`config.mk`:
```
export PLATFORM = sky130hd
export DESIGN_NAME = bcc_burst_ctrl
export DESIGN_NICKNAME = d
export VERILOG_FILES = /design/src/include/bcc_pkg.sv /design/src/logic/bcc_burst_ctrl.sv
export SDC_FILE = /design/constraint.sdc
export NUM_CORES = 1
export LEC_CHECK = 0
export ABC_CLOCK_PERIOD_IN_PS = 11300
export BUFFER_PORTS_ARGS = -buffer_cell sky130_fd_sc_hd__buf_2
export CORE_ASPECT_RATIO = 0.5
export CORE_MARGIN = 2
export CORE_UTILIZATION = 52
export CTS_CLUSTER_SIZE = 25
export DETAILED_ROUTE_END_ITERATION = 6
export GPL_TIMING_DRIVEN = 0
export PLACE_DENSITY = 0.72
export SETUP_SLACK_MARGIN = 0.3
export SYNTH_ARGS = -nofsm -noshare
export SYNTH_HDL_FRONTEND = slang
export SYNTH_SLANG_ARGS = --single-unit
export TNS_END_PERCENT = 30
```
`constraint.sdc`:
```
create_clock -name core_clk -period 11.3 [get_ports core_clk]
set_clock_uncertainty 0.05 [all_clocks]
set_input_delay 1.13 -clock core_clk [delete_from_list [all_inputs] [get_ports core_clk]]
set_output_delay 1.13 -clock core_clk [all_outputs]
set_load 0.05 [all_outputs]
```
`src/include/bcc_pkg.sv`:
```
// Shared constants, types and register layout for the burst read control block
package bcc_pkg;

  // Bus widths and FIFO depth
  localparam int ADDR_W = 19;
  localparam int DATA_W = 32;
  localparam int CFG_W = 16;
  localparam int FIFO_DEPTH = 16;

  // Read configuration register reset value and field positions
  localparam logic [15:0] CFG_RESET = 16'h9cc4;
  localparam int CFG_READ_MODE_BIT = 15;
  localparam int CFG_LATENCY_LSB = 10;
  localparam int CFG_DATA_HOLD_BIT = 9;
  localparam int CFG_FLAG_TIMING_BIT = 8;
  localparam int CFG_BURST_ORDER_BIT = 7;
  localparam int CFG_CLOCK_EDGE_BIT = 6;
  localparam int CFG_BURST_LEN_LSB = 0;

  // Latency code plus this offset gives the latency in clocks
  localparam logic [4:0] LATENCY_OFFSET = 5'h02;

  // Burst length codes
  localparam logic [2:0] BLEN_2 = 3'h1;
  localparam logic [2:0] BLEN_4 = 3'h2;
  localparam logic [2:0] BLEN_8 = 3'h3;

  // Bank split: upper quarter of the array is the small bank
  localparam logic [1:0] SMALL_BANK_TOP = 2'h3;

  // Configuration register layout
  typedef struct packed {
    logic read_mode_sel;
    logic reserved_14;
    logic [3:0] initial_latency_cfg;
    logic data_hold_cfg;
    logic flag_timing_cfg;
    logic burst_order_cfg;
    logic clock_edge_cfg;
    logic [2:0] reserved_5_3;
    logic [2:0] burst_length_cfg;
  } bcc_cfg_s;

  // Configuration commands
  typedef enum logic [1:0] {
    BCC_CMD_NONE = 2'b00,
    BCC_CMD_CFG_WRITE = 2'b01,
    BCC_CMD_CFG_READ = 2'b10,
    BCC_CMD_ARRAY_READ = 2'b11
  } bcc_cmd_e;

  typedef struct packed {
    bcc_cmd_e op;
    logic bank;
    logic [15:0] data;
  } bcc_cmd_s;

  // Access sequencer states
  typedef enum logic [1:0] {
    BCC_IDLE = 2'b00,
    BCC_WAIT = 2'b01,
    BCC_BURST = 2'b10,
    BCC_SINGLE = 2'b11
  } bcc_state_e;

endpackage : bcc_pkg

```
`src/logic/bcc_burst_ctrl.sv`:
```
// Burst read sequencer, read configuration register and prefetch FIFO
`timescale 1ns/1ps

// Prefetch FIFO with registered ready towards the filling side
module bcc_fifo #(
  parameter int WIDTH = 32,
  parameter int DEPTH = 16
) (
  input wire logic core_clk,
  input wire logic sys_rst,
  input wire logic flush,
  input wire logic in_valid,
  output logic in_ready,
  input wire logic [WIDTH-1:0] in_data,
  output logic out_valid,
  input wire logic out_ready,
  output logic [WIDTH-1:0] out_data
);
  localparam int PTR_W = $clog2(DEPTH);
  logic [WIDTH-1:0] mem [DEPTH];
  logic [PTR_W-1:0] wr_ptr;
  logic [PTR_W-1:0] rd_ptr;
  logic [PTR_W:0] count;
  logic [PTR_W:0] next_count;
  logic push;
  logic pop;

  assign push = in_valid & in_ready;
  assign pop = out_valid & out_ready;
  assign out_valid = (count != '0);
  assign out_data = mem[rd_ptr];

  // Occupancy after this cycle
  always_comb begin
    next_count = count;
    if (push && !pop) begin
      next_count = count + 1'b1;
    end else if (pop && !push) begin
      next_count = count - 1'b1;
    end
  end

  // Pointers, occupancy and ready
  always_ff @(posedge core_clk or posedge sys_rst) begin
    if (sys_rst) begin
      wr_ptr <= '0;
      rd_ptr <= '0;
      count <= '0;
      in_ready <= 1'b1;
    end else if (flush) begin
      wr_ptr <= '0;
      rd_ptr <= '0;
      count <= '0;
      in_ready <= 1'b1;
    end else begin
      if (push) begin
        wr_ptr <= wr_ptr + 1'b1;
      end
      if (pop) begin
        rd_ptr <= rd_ptr + 1'b1;
      end
      count <= next_count;
      in_ready <= (next_count != (PTR_W + 1)'(DEPTH));
    end
  end

  // Storage
  always_ff @(posedge core_clk) begin
    if (push) begin
      mem[wr_ptr] <= in_data;
    end
  end
endmodule : bcc_fifo

module bcc_burst_ctrl (
  input wire logic core_clk,
  input wire logic sys_rst,
  input wire logic hw_clear_n,
  input wire logic chip_sel_n,
  input wire logic addr_strobe_n,
  input wire logic out_gate_n,
  input wire logic [bcc_pkg::ADDR_W-1:0] addr_in,
  input wire logic algo_busy,
  input wire logic cmd_valid,
  input wire bcc_pkg::bcc_cmd_s cmd,
  output logic [bcc_pkg::ADDR_W-1:0] arr_addr,
  input wire logic arr_valid,
  output logic arr_ready,
  input wire logic [bcc_pkg::DATA_W-1:0] arr_data,
  output logic [bcc_pkg::DATA_W-1:0] dq_out,
  output logic dq_oe,
  output logic end_of_burst_flag_n,
  output logic end_of_burst_flag_oe
);
  bcc_pkg::bcc_cfg_s cfg;
  bcc_pkg::bcc_state_e state;
  logic strobe_prev_n;
  logic start;
  logic cfg_rd_on;
  logic cfg_rd_bank;
  logic [bcc_pkg::ADDR_W-1:0] start_addr;
  logic [bcc_pkg::ADDR_W-1:0] fetch_addr;
  logic [4:0] lat_cnt;
  logic [2:0] beat;
  logic [2:0] len_mask;
  logic burst_ok;
  logic hit_cfg;
  logic fifo_out_valid;
  logic fifo_pop;
  logic fifo_flush;
  logic [bcc_pkg::DATA_W-1:0] fifo_out_data;
  logic word_take;
  logic drive_word;
  logic flag_hit;
  logic [2:0] flag_beat;
  logic want_word;
  logic use_bypass;
  logic fifo_push;
  logic cfg_word;

  // Start on first sampled edge with select and strobe low
  assign start = hw_clear_n & ~chip_sel_n & ~addr_strobe_n & strobe_prev_n;

  // Burst allowed only with sync mode, linear order, rising edge, data hold off, valid length
  assign burst_ok = ~cfg.read_mode_sel & cfg.burst_order_cfg & cfg.clock_edge_cfg
    & ~cfg.data_hold_cfg
    & ((cfg.burst_length_cfg == bcc_pkg::BLEN_2) | (cfg.burst_length_cfg == bcc_pkg::BLEN_4)
    | (cfg.burst_length_cfg == bcc_pkg::BLEN_8));

  // Wrap mask: 2, 4 or 8 double words
  always_comb begin
    unique case (cfg.burst_length_cfg)
      bcc_pkg::BLEN_2: len_mask = 3'h1;
      bcc_pkg::BLEN_4: len_mask = 3'h3;
      default: len_mask = 3'h7;
    endcase
  end

  // Config read hit on the latched bank
  assign hit_cfg = cfg_rd_on
    & (cfg_rd_bank == (addr_in[bcc_pkg::ADDR_W-1 -: 2] == bcc_pkg::SMALL_BANK_TOP));

  // Flag on final or second-to-last beat
  assign flag_beat = cfg.flag_timing_cfg ? (len_mask - 3'h1) : len_mask;
  assign flag_hit = (beat == flag_beat);

  // Word wanted now; an empty FIFO passes the array word straight through
  assign want_word = ((state == bcc_pkg::BCC_WAIT) & (lat_cnt == 5'h01))
    | (state == bcc_pkg::BCC_BURST);
  assign word_take = arr_valid & arr_ready & (state != bcc_pkg::BCC_IDLE);
  assign use_bypass = want_word & ~fifo_out_valid & word_take;
  assign drive_word = want_word & (fifo_out_valid | word_take);
  assign fifo_pop = want_word & fifo_out_valid;
  // Single reads never queue, so the FIFO cannot fill behind them
  assign fifo_push = word_take & ~use_bypass & (state != bcc_pkg::BCC_SINGLE);
  assign fifo_flush = ~hw_clear_n | chip_sel_n | start | (state == bcc_pkg::BCC_IDLE);

  bcc_fifo #(
    .WIDTH(bcc_pkg::DATA_W),
    .DEPTH(bcc_pkg::FIFO_DEPTH)
  ) u_fifo (
    .core_clk(core_clk),
    .sys_rst(sys_rst),
    .flush(fifo_flush),
    .in_valid(fifo_push),
    .in_ready(arr_ready),
    .in_data(arr_data),
    .out_valid(fifo_out_valid),
    .out_ready(fifo_pop),
    .out_data(fifo_out_data)
  );

  // Strobe history for first-edge detection
  always_ff @(posedge core_clk or posedge sys_rst) begin
    if (sys_rst) begin
      strobe_prev_n <= 1'b1;
    end else begin
      strobe_prev_n <= addr_strobe_n;
    end
  end

  // Configuration register and bank-selective read mode
  always_ff @(posedge core_clk or posedge sys_rst) begin
    if (sys_rst) begin
      cfg <= bcc_pkg::CFG_RESET;
      cfg_rd_on <= 1'b0;
      cfg_rd_bank <= 1'b0;
    end else if (!hw_clear_n) begin
      cfg <= bcc_pkg::CFG_RESET;
      cfg_rd_on <= 1'b0;
    end else if (cmd_valid) begin
      if (cmd.op == bcc_pkg::BCC_CMD_CFG_WRITE && !algo_busy) begin
        cfg <= cmd.data;
      end else if (cmd.op == bcc_pkg::BCC_CMD_CFG_READ) begin
        cfg_rd_on <= 1'b1;
        cfg_rd_bank <= cmd.bank;
      end else if (cmd.op == bcc_pkg::BCC_CMD_ARRAY_READ) begin
        cfg_rd_on <= 1'b0;
      end
    end
  end

  // Access sequencer
  always_ff @(posedge core_clk or posedge sys_rst) begin
    if (sys_rst) begin
      state <= bcc_pkg::BCC_IDLE;
      lat_cnt <= 5'h00;
      start_addr <= '0;
      cfg_word <= 1'b0;
    end else if (!hw_clear_n || chip_sel_n) begin
      state <= bcc_pkg::BCC_IDLE;
    end else if (start) begin
      start_addr <= addr_in;
      cfg_word <= hit_cfg;
      if (burst_ok && !hit_cfg) begin
        state <= bcc_pkg::BCC_WAIT;
        lat_cnt <= {1'b0, cfg.initial_latency_cfg} + bcc_pkg::LATENCY_OFFSET - 5'h01;
      end else begin
        state <= bcc_pkg::BCC_SINGLE;
      end
    end else if (state == bcc_pkg::BCC_WAIT && lat_cnt != 5'h01) begin
      lat_cnt <= lat_cnt - 5'h01;
    end else if (drive_word && state == bcc_pkg::BCC_WAIT) begin
      state <= bcc_pkg::BCC_BURST;
    end
  end

  // Array fetch address, wrapping within the aligned group
  always_ff @(posedge core_clk or posedge sys_rst) begin
    if (sys_rst) begin
      fetch_addr <= '0;
    end else if (start) begin
      fetch_addr <= addr_in;
    end else if (word_take && state != bcc_pkg::BCC_SINGLE) begin
      fetch_addr <= {fetch_addr[bcc_pkg::ADDR_W-1:3],
        (fetch_addr[2:0] & ~len_mask) | ((fetch_addr[2:0] + 3'h1) & len_mask)};
    end
  end

  assign arr_addr = fetch_addr;

  // Beat position within the burst, continues with gate high
  always_ff @(posedge core_clk or posedge sys_rst) begin
    if (sys_rst) begin
      beat <= 3'h0;
    end else if (start) begin
      beat <= 3'h0;
    end else if (drive_word) begin
      beat <= (beat + 3'h1) & len_mask;
    end
  end

  // Data pins: burst words, single async word or config contents
  always_ff @(posedge core_clk or posedge sys_rst) begin
    if (sys_rst) begin
      dq_out <= '0;
      dq_oe <= 1'b0;
    end else begin
      dq_oe <= 1'b0;
      if (!hw_clear_n || chip_sel_n) begin
        dq_oe <= 1'b0;
      end else begin
        if (drive_word) begin
          dq_out <= fifo_out_valid ? fifo_out_data : arr_data;
        end else if (start && hit_cfg) begin
          dq_out <= {16'h0000, cfg};
        end else if (state == bcc_pkg::BCC_SINGLE && word_take && !cfg_word) begin
          dq_out <= arr_data;
        end
        if (state == bcc_pkg::BCC_BURST || state == bcc_pkg::BCC_SINGLE
          || drive_word || (start && hit_cfg)) begin
          dq_oe <= ~out_gate_n;
        end
      end
    end
  end

  // End-of-burst flag: float with gate high, high until the marked beat
  always_ff @(posedge core_clk or posedge sys_rst) begin
    if (sys_rst) begin
      end_of_burst_flag_n <= 1'b1;
      end_of_burst_flag_oe <= 1'b0;
    end else if (!hw_clear_n || chip_sel_n || start) begin
      end_of_burst_flag_n <= 1'b1;
      end_of_burst_flag_oe <= 1'b0;
    end else begin
      end_of_burst_flag_oe <= ~out_gate_n
        & (state == bcc_pkg::BCC_WAIT || state == bcc_pkg::BCC_BURST);
      if (drive_word) begin
        end_of_burst_flag_n <= ~flag_hit | out_gate_n;
      end else if (state != bcc_pkg::BCC_BURST) begin
        end_of_burst_flag_n <= 1'b1;
      end
    end
  end
endmodule : bcc_burst_ctrl

```
After elaboration in Yosys (flattened, before gate mapping) --
Memory sizes are Yosys's and may differ from the RTL's. Cells that the tools add are included.
Storage, ports and cells: register bits after elaboration 98, latch bits 0, memory bits (writable) 512, memory bits (read-only) 0, input port bits 79, word-level logic and storage cells 186, memories kept 1
Memory list:
- u_fifo.mem | words 16, bits a word 32, rd ports 1, clocked after Yosys merged registers in 0, wr ports 1, line bcc_burst_ctrl.sv:20 | logic [WIDTH-1:0] mem [DEPTH];
Cells by class: add/subtract/negate cells 10, $mul 0, divide/modulo/power cells 0, magnitude comparators 0, equality and inequality tests 23, shift operators 0, mux-type cells 42, bitwise operators 44, reductions and logical operators 40
Operators by type and width (number):
- $mux W32 | 4
- $mux W16 | 3
- $mux W5 | 6
- $and A1 B1 Y1 | 20
- $mux W19 | 1
- $mux W4 | 4
- $sub A5 B1 Y5 const B | 3
- $mux W1 | 14
- $mux W3 | 4
- $reduce_bool A2 Y1 | 6
- $not A1 Y1 | 11
- $eq A2 B2 Y1 const B | 5
- $logic_and A1 B1 Y1 | 10
- $mux W2 | 5
- $and A3 B3 Y3 | 3
- $reduce_bool A3 Y1 | 3
- $add A4 B1 Y4 const B | 2
- $or A1 B1 Y1 | 8
- $reduce_and A2 Y1 | 4
- $add A3 B1 Y3 const B | 2
- $eq A3 B2 Y1 const B | 2
- $logic_not A1 Y1 | 6
- $logic_or A1 B1 Y1 | 6
- $ne A2 B1 Y1 const B | 3
- other kinds (20) | 24

Logic depth before layout (Yosys ltp) --
depth after elaboration 15, depth in mapped cells 10

Modules after synthesis --
A second synthesis with hierarchy kept.
Second synthesis, totals: cells, all modules 1335, area total of the unflattened synthesis 24761.2 um2
By module, submodules not included:
- bcc_fifo | times used 1, cells an instance 825, area an instance 20143.1 um2, seq. area each 15726.3 um2
- bcc_burst_ctrl | times used 1, cells an instance 510, area an instance 4618.2 um2, seq. area each 2113.3 um2

Worst setup path after synthesis --
No wires, ideal clock.
kind input to register, start input arr_valid, end memory u_fifo.mem[0][0], enable pin, library setup time 0.501 ns, arrival time 4.866 ns, data required time 10.749 ns, setup slack 5.883 ns, stages on the path 4, path buffers 1, cell sequence nor4bb_1 -> clkbuf_1 -> o21ai_2 -> nor4_1
On the way: longest elaborated chain between the ends 9
Ends and longest elaborated chain:
- start: declaration | line bcc_burst_ctrl.sv:87 | input wire logic arr_valid,
- $and A1 B1 Y1 * (2 in series) | line bcc_burst_ctrl.sv:150 | assign word_take = arr_valid & arr_ready & (state != bcc_pkg::BCC_IDLE);
- $and A1 B1 Y1 | line bcc_burst_ctrl.sv:151 | assign use_bypass = want_word & ~fifo_out_valid & word_take;
- $not A1 Y1 | line bcc_burst_ctrl.sv:155 | assign fifo_push = word_take & ~use_bypass & (state != bcc_pkg::BCC_SINGLE);
- $and A1 B1 Y1 * (2 in series) | line bcc_burst_ctrl.sv:155
- $and A1 B1 Y1 * | line bcc_burst_ctrl.sv:28 | assign push = in_valid & in_ready;
- $mux W1 * | line bcc_burst_ctrl.sv:69 | if (push) begin
- $mux W1 (not written as such) * | line bcc_burst_ctrl.sv:70 | mem[wr_ptr] <= in_data;
- end: declaration | line bcc_burst_ctrl.sv:20
Mark *: on every way between the ends. The rest lies on a longest branch, timed or not.

Worst setup path after layout --
start register state[0], end memory u_fifo.mem[10][7], enable pin
On the way: longest elaborated chain between the ends 11, elaborated cells between the ends (all ways) 15, classes of those cells 3 x eq/ne; 2 x mux; 9 x bitwise; 1 x reduce/logical
Ends and longest elaborated chain:
- start: declaration | line bcc_burst_ctrl.sv:96 | bcc_pkg::bcc_state_e state;
- start signal: assignment | line bcc_burst_ctrl.sv:206 | state <= bcc_pkg::BCC_IDLE;
- start signal: assignment | line bcc_burst_ctrl.sv:211 | state <= bcc_pkg::BCC_IDLE;
- start signal: assignment | line bcc_burst_ctrl.sv:216 | state <= bcc_pkg::BCC_WAIT;
- $eq A2 B1 Y1 | line bcc_burst_ctrl.sv:148 | assign want_word = ((state == bcc_pkg::BCC_WAIT) & (lat_cnt == 5'h01))
- $and A1 B1 Y1 | line bcc_burst_ctrl.sv:148
- $or A1 B1 Y1 | line bcc_burst_ctrl.sv:149 | | (state == bcc_pkg::BCC_BURST);
- $and A1 B1 Y1 (2 in series) | line bcc_burst_ctrl.sv:151
- $not A1 Y1 | line bcc_burst_ctrl.sv:155
- $and A1 B1 Y1 | line bcc_burst_ctrl.sv:155
- $and A1 B1 Y1 * | line bcc_burst_ctrl.sv:155
- $and A1 B1 Y1 * | line bcc_burst_ctrl.sv:28
- $mux W1 * | line bcc_burst_ctrl.sv:69
- $mux W1 (not written as such) * | line bcc_burst_ctrl.sv:70
Marks and branches as above.

==> impl_metrics.env <==
export IMPL_worst_slew_pin_transition_ns=0.934
export IMPL_worst_path_max_fanout=20
export IMPL_n_fill_cell=3353
export IMPL_synth_sequential_area_ratio_pct=72.1
export IMPL_yosys_warnings=0
export IMPL_gr_total_overflow=0
export IMPL_cts_setup_buffers=0
export IMPL_required_time_at_the_endpoint_of_the_critical_path_ns=11.53
export IMPL_drc_errors=0
export IMPL_holdBufCountCts=0
export IMPL_finalHoldViolations=0
export IMPL_cpLargestDelayFamily="simple AND/OR/NAND/NOR gates"
export IMPL_type_of_element_launching_the_critical_path="flip-flop"
export IMPL_worst_setup_path_end_kind="flip-flop"
export IMPL_post_synth_top_area_fraction_pct=62.1
export IMPL_hold_path_sink="arr_addr[16]$_DFFE_PP0P_"
export IMPL_grt_use_total_pct=26.3
export IMPL_synthesized_area_divided_by_synthesized_cell_count_um2=17.1
export IMPL_hpwl_after_detailed_placement_mm=42.5
export IMPL_setup_viol_count_final=0
export IMPL_power_density_cell_area_nw_per_um2=169
export IMPL_firstDrtPassIters=5
export IMPL_timing_reg2reg_worst_path_depth=8
export IMPL_cp_buffers_inverters=3
export IMPL_port_buffers=133
export IMPL_syn_to_final_growth_pct=14.7
export IMPL_clk_root_buffer_cell="clkbuf_16"
export IMPL_synthMostInstantiatedCell="edfxtp_1"
export IMPL_ys_seq_elements=610
export IMPL_die_h_um=158
export IMPL_ys_flop_type="edfxtp_1"
export IMPL_global_route_wire_length_before_repair_mm=94.8
export IMPL_post_drt_wl_per_cell_um=27.6
export IMPL_timing_rr_end="u_fifo.mem[10][7]$_DFFE_PP_"
export IMPL_setup_worst_path_class="reg2reg"
export IMPL_synth_cell_type_count=71
export IMPL_timing_max_cap_violations=0
export IMPL_async_flop_share_pct=16.1
export IMPL_ios=134
export IMPL_post_cts_resize_count=0
export IMPL_crit_path_cell_trace="inv_1 > ha_1 > nor4bb_1 > clkbuf_1 > o21ai_2 > nor3b_1 > and2_2 > buf_12"
export IMPL_synth_net_count=1543
export IMPL_post_synth_instance_area_um2=24800
export IMPL_wirelength_mm=65.0
export IMPL_syn_instance_count=1447
export IMPL_largest_net_degree_at_the_start_of_global_routing=60
export IMPL_number_of_enable_type_register_cells_in_the_synthesized_netlist=512
export IMPL_antenna_found_initial=1
export IMPL_hold_path_start="arr_addr[16]$_DFFE_PP0P_"
export IMPL_initial_core_util_pct=52.7
export IMPL_final_layout_size_suffix_gt1_share_pct=26.1
export IMPL_final_net_count=1765
export IMPL_setup_tns_final_ns=0
export IMPL_via_count_of_the_first_global_routing_pass=15000
export IMPL_die_area_um2=49500
export IMPL_dr_first_iter_drc_count=1943
export IMPL_max_root_sink_buffers=3
export IMPL_drt_antenna_violating_nets=0
export IMPL_peakVddDrop_uv=120
export IMPL_yosysTopAreaCell="edfxtp_1"
export IMPL_dieWidth_um=313
export IMPL_routabilityCongestion=0.898
export IMPL_post_route_min_period_ns=3.61
export IMPL_core_rowCount=56
export IMPL_synth_top_cells_by_area="edfxtp_1 62%, mux4_2 9.3%, dfrtp_1 8.9%"
export IMPL_hold_path_cell_count=2
export IMPL_count_of_clock_tree_sinks=610
export IMPL_via_per_inst=6.31
export IMPL_fmax_mhz=277
export IMPL_detailroute_via_count=14800
export IMPL_ff2ff_setup_slack_ns=7.69
export IMPL_synthTopCellsByCount="512 x edfxtp_1, 111 x a21oi_1, 106 x nand2_1"
export IMPL_register_area_um2=17800
export IMPL_timing_rr_start="state[0]$_DFFE_PP0P_"
export IMPL_critPathMaxStageDelay_ns=0.63
export IMPL_critPathSlowestCell="and2_2"
export IMPL_cts_inserted_buffers=52
export IMPL_slew_headroom_pct=37.7
export IMPL_slew_violations=0
export IMPL_clock_latency_ns=0.61
export IMPL_cts_htree_levels=2
export IMPL_floorplan_core_area_um2=46900
export IMPL_multi_input_logic_area_um2=6470
export IMPL_rsz0062_at_grt="false"
export IMPL_min_delay_path_class="reg2reg"
export IMPL_worst_hold_margin_ns=0.430
export IMPL_worst_setup_hold_path_clk_slew_ns=0.07
export IMPL_cts_tree="done"
export IMPL_cp_data_arrival_time_ns=3.83
export IMPL_run_status="complete, no violations"
export IMPL_p_leak_nw=9.82
export IMPL_layout_worst_path_cycle_share_pct=31.9
==> worst register-to-register path, stage by stage, from the launching register on <==
cell and delay (ns):
dfrtp_1 0.42, inv_1 0.09, ha_1 0.26, nor4bb_1 0.31, clkbuf_1 0.43, o21ai_2 0.28
nor3b_1 0.53, and2_2 0.63, buf_12 0.28
==> worst max-delay path by stage <==
| stage | cells after the start | slack [ns] | start | to |
|---|---|---|---|---|
| 2_1_floorplan | 4 | 5.88 | arr_valid | u_fifo.mem[0][0]$_DFFE_PP_ |
| 3_3_place_gp | 5 | 1.92 | arr_valid | u_fifo.mem[2][19]$_DFFE_PP_ |
| 3_5_place_dp | 8 | 7.34 | arr_valid | u_fifo.mem[2][21]$_DFFE_PP_ |
| 4_1_cts | 10 | 7.77 | state[0]$_DFFE_PP0P_ | u_fifo.mem[2][19]$_DFFE_PP_ |
| 5_1_grt | 9 | 7.57 | state[0]$_DFFE_PP0P_ | u_fifo.mem[2][19]$_DFFE_PP_ |
| 6_report | 8 | 7.69 | state[0]$_DFFE_PP0P_ | u_fifo.mem[10][7]$_DFFE_PP_ |
==> cell type report <==
class	count	area share [%]
clock inverter	30	0.935
antenna	1	0.00882
tap	638	2.81
sequential	610	62.9
timing repair buffer	168	3.87
multi-input combinational	734	22.8
inverter	15	0.207
clock buffer	67	4.92
buffer	88	1.58
==> cell usage in the layout (no fill, tap or decap), drive strengths merged, types with 11 or more instances in the layout <==
master	count
edfxtp	512
buf	220
a21oi	113
nand2	106
clkbuf	103
mux4	102
dfrtp	88
mux2i	65
nor2	51
a22oi	34
o21ai	26
and2	25
clkinv	24
a31oi	19
o22ai	18
ha	17
inv	17
nand3	14
xnor2	11
nor3b	11
==> per-layer routing <==
metal | share of wire [%] | routed length (µm) | track usage [%] | up-vias
met5 | 0 | 0 | 0 | -
met4 | 2.1 | 1390 | 7.15 | 0
met3 | 11 | 6950 | 4.86 | 105
met2 | 48 | 31400 | 43.7 | 935
met1 | 39 | 25300 | 36.3 | 7641
li1 | - | - | - | 6157
==> logic make-up (layout without fill, tap and decap cells) <==
| family | after synthesis | count (layout) | share of synthesized area [%] |
|---|---|---|---|
| DFF | 610 | 610 | 72.1 |
| and+or+nand+nor | 266 | 266 | 5.50 |
| AOI/OAI and AO/OA | 257 | 257 | 6.56 |
| muxes | 177 | 177 | 12.4 |
| buffers and inverters | 103 | 368 | 2.04 |
| adders and majority gates | 17 | 17 | 0.859 |
| xor gates and xnor gates | 17 | 17 | 0.601 |
| other | 0 | 1 | 0 |
==> metrics by stage <==
step	cell area [µm²]	cells	total power, mW	setup WS (ns)	util, %
final	28400	2351	4.80	7.69	60.5
after CTS	28400	2350	4.80	7.77	60.5
after floorplan	24800	1447	2.91	5.88	-
after global routing	28400	2351	4.93	7.57	60.5
after detailed placement	26700	2253	3.07	7.34	56.9
after global placement	26200	2218	3.05	1.92	55.8
==> power by group <==
| part | switching [mW] | leakage [nW] | internal (mW) |
|---|---|---|---|
| clock network | 0.818 | 0.821 | 0.952 |
| logic | 0.349 | 3.16 | 0.113 |
| registers | 0.0559 | 5.85 | 2.51 |
| total | 1.22 | 9.82 | 3.57 |
==> registers in the layout, indices dropped and copies added (netlist names), 2 cells and up, named ones only <==
signal and cells:
dq_out 32, arr_addr 17, cfg 16, u_fifo.wr_ptr 4
beat 3, u_fifo.rd_ptr 4, u_fifo.mem 512, u_fifo.count 5
state 2, lat_cnt 5
Power figures use the tool's default switching activity.
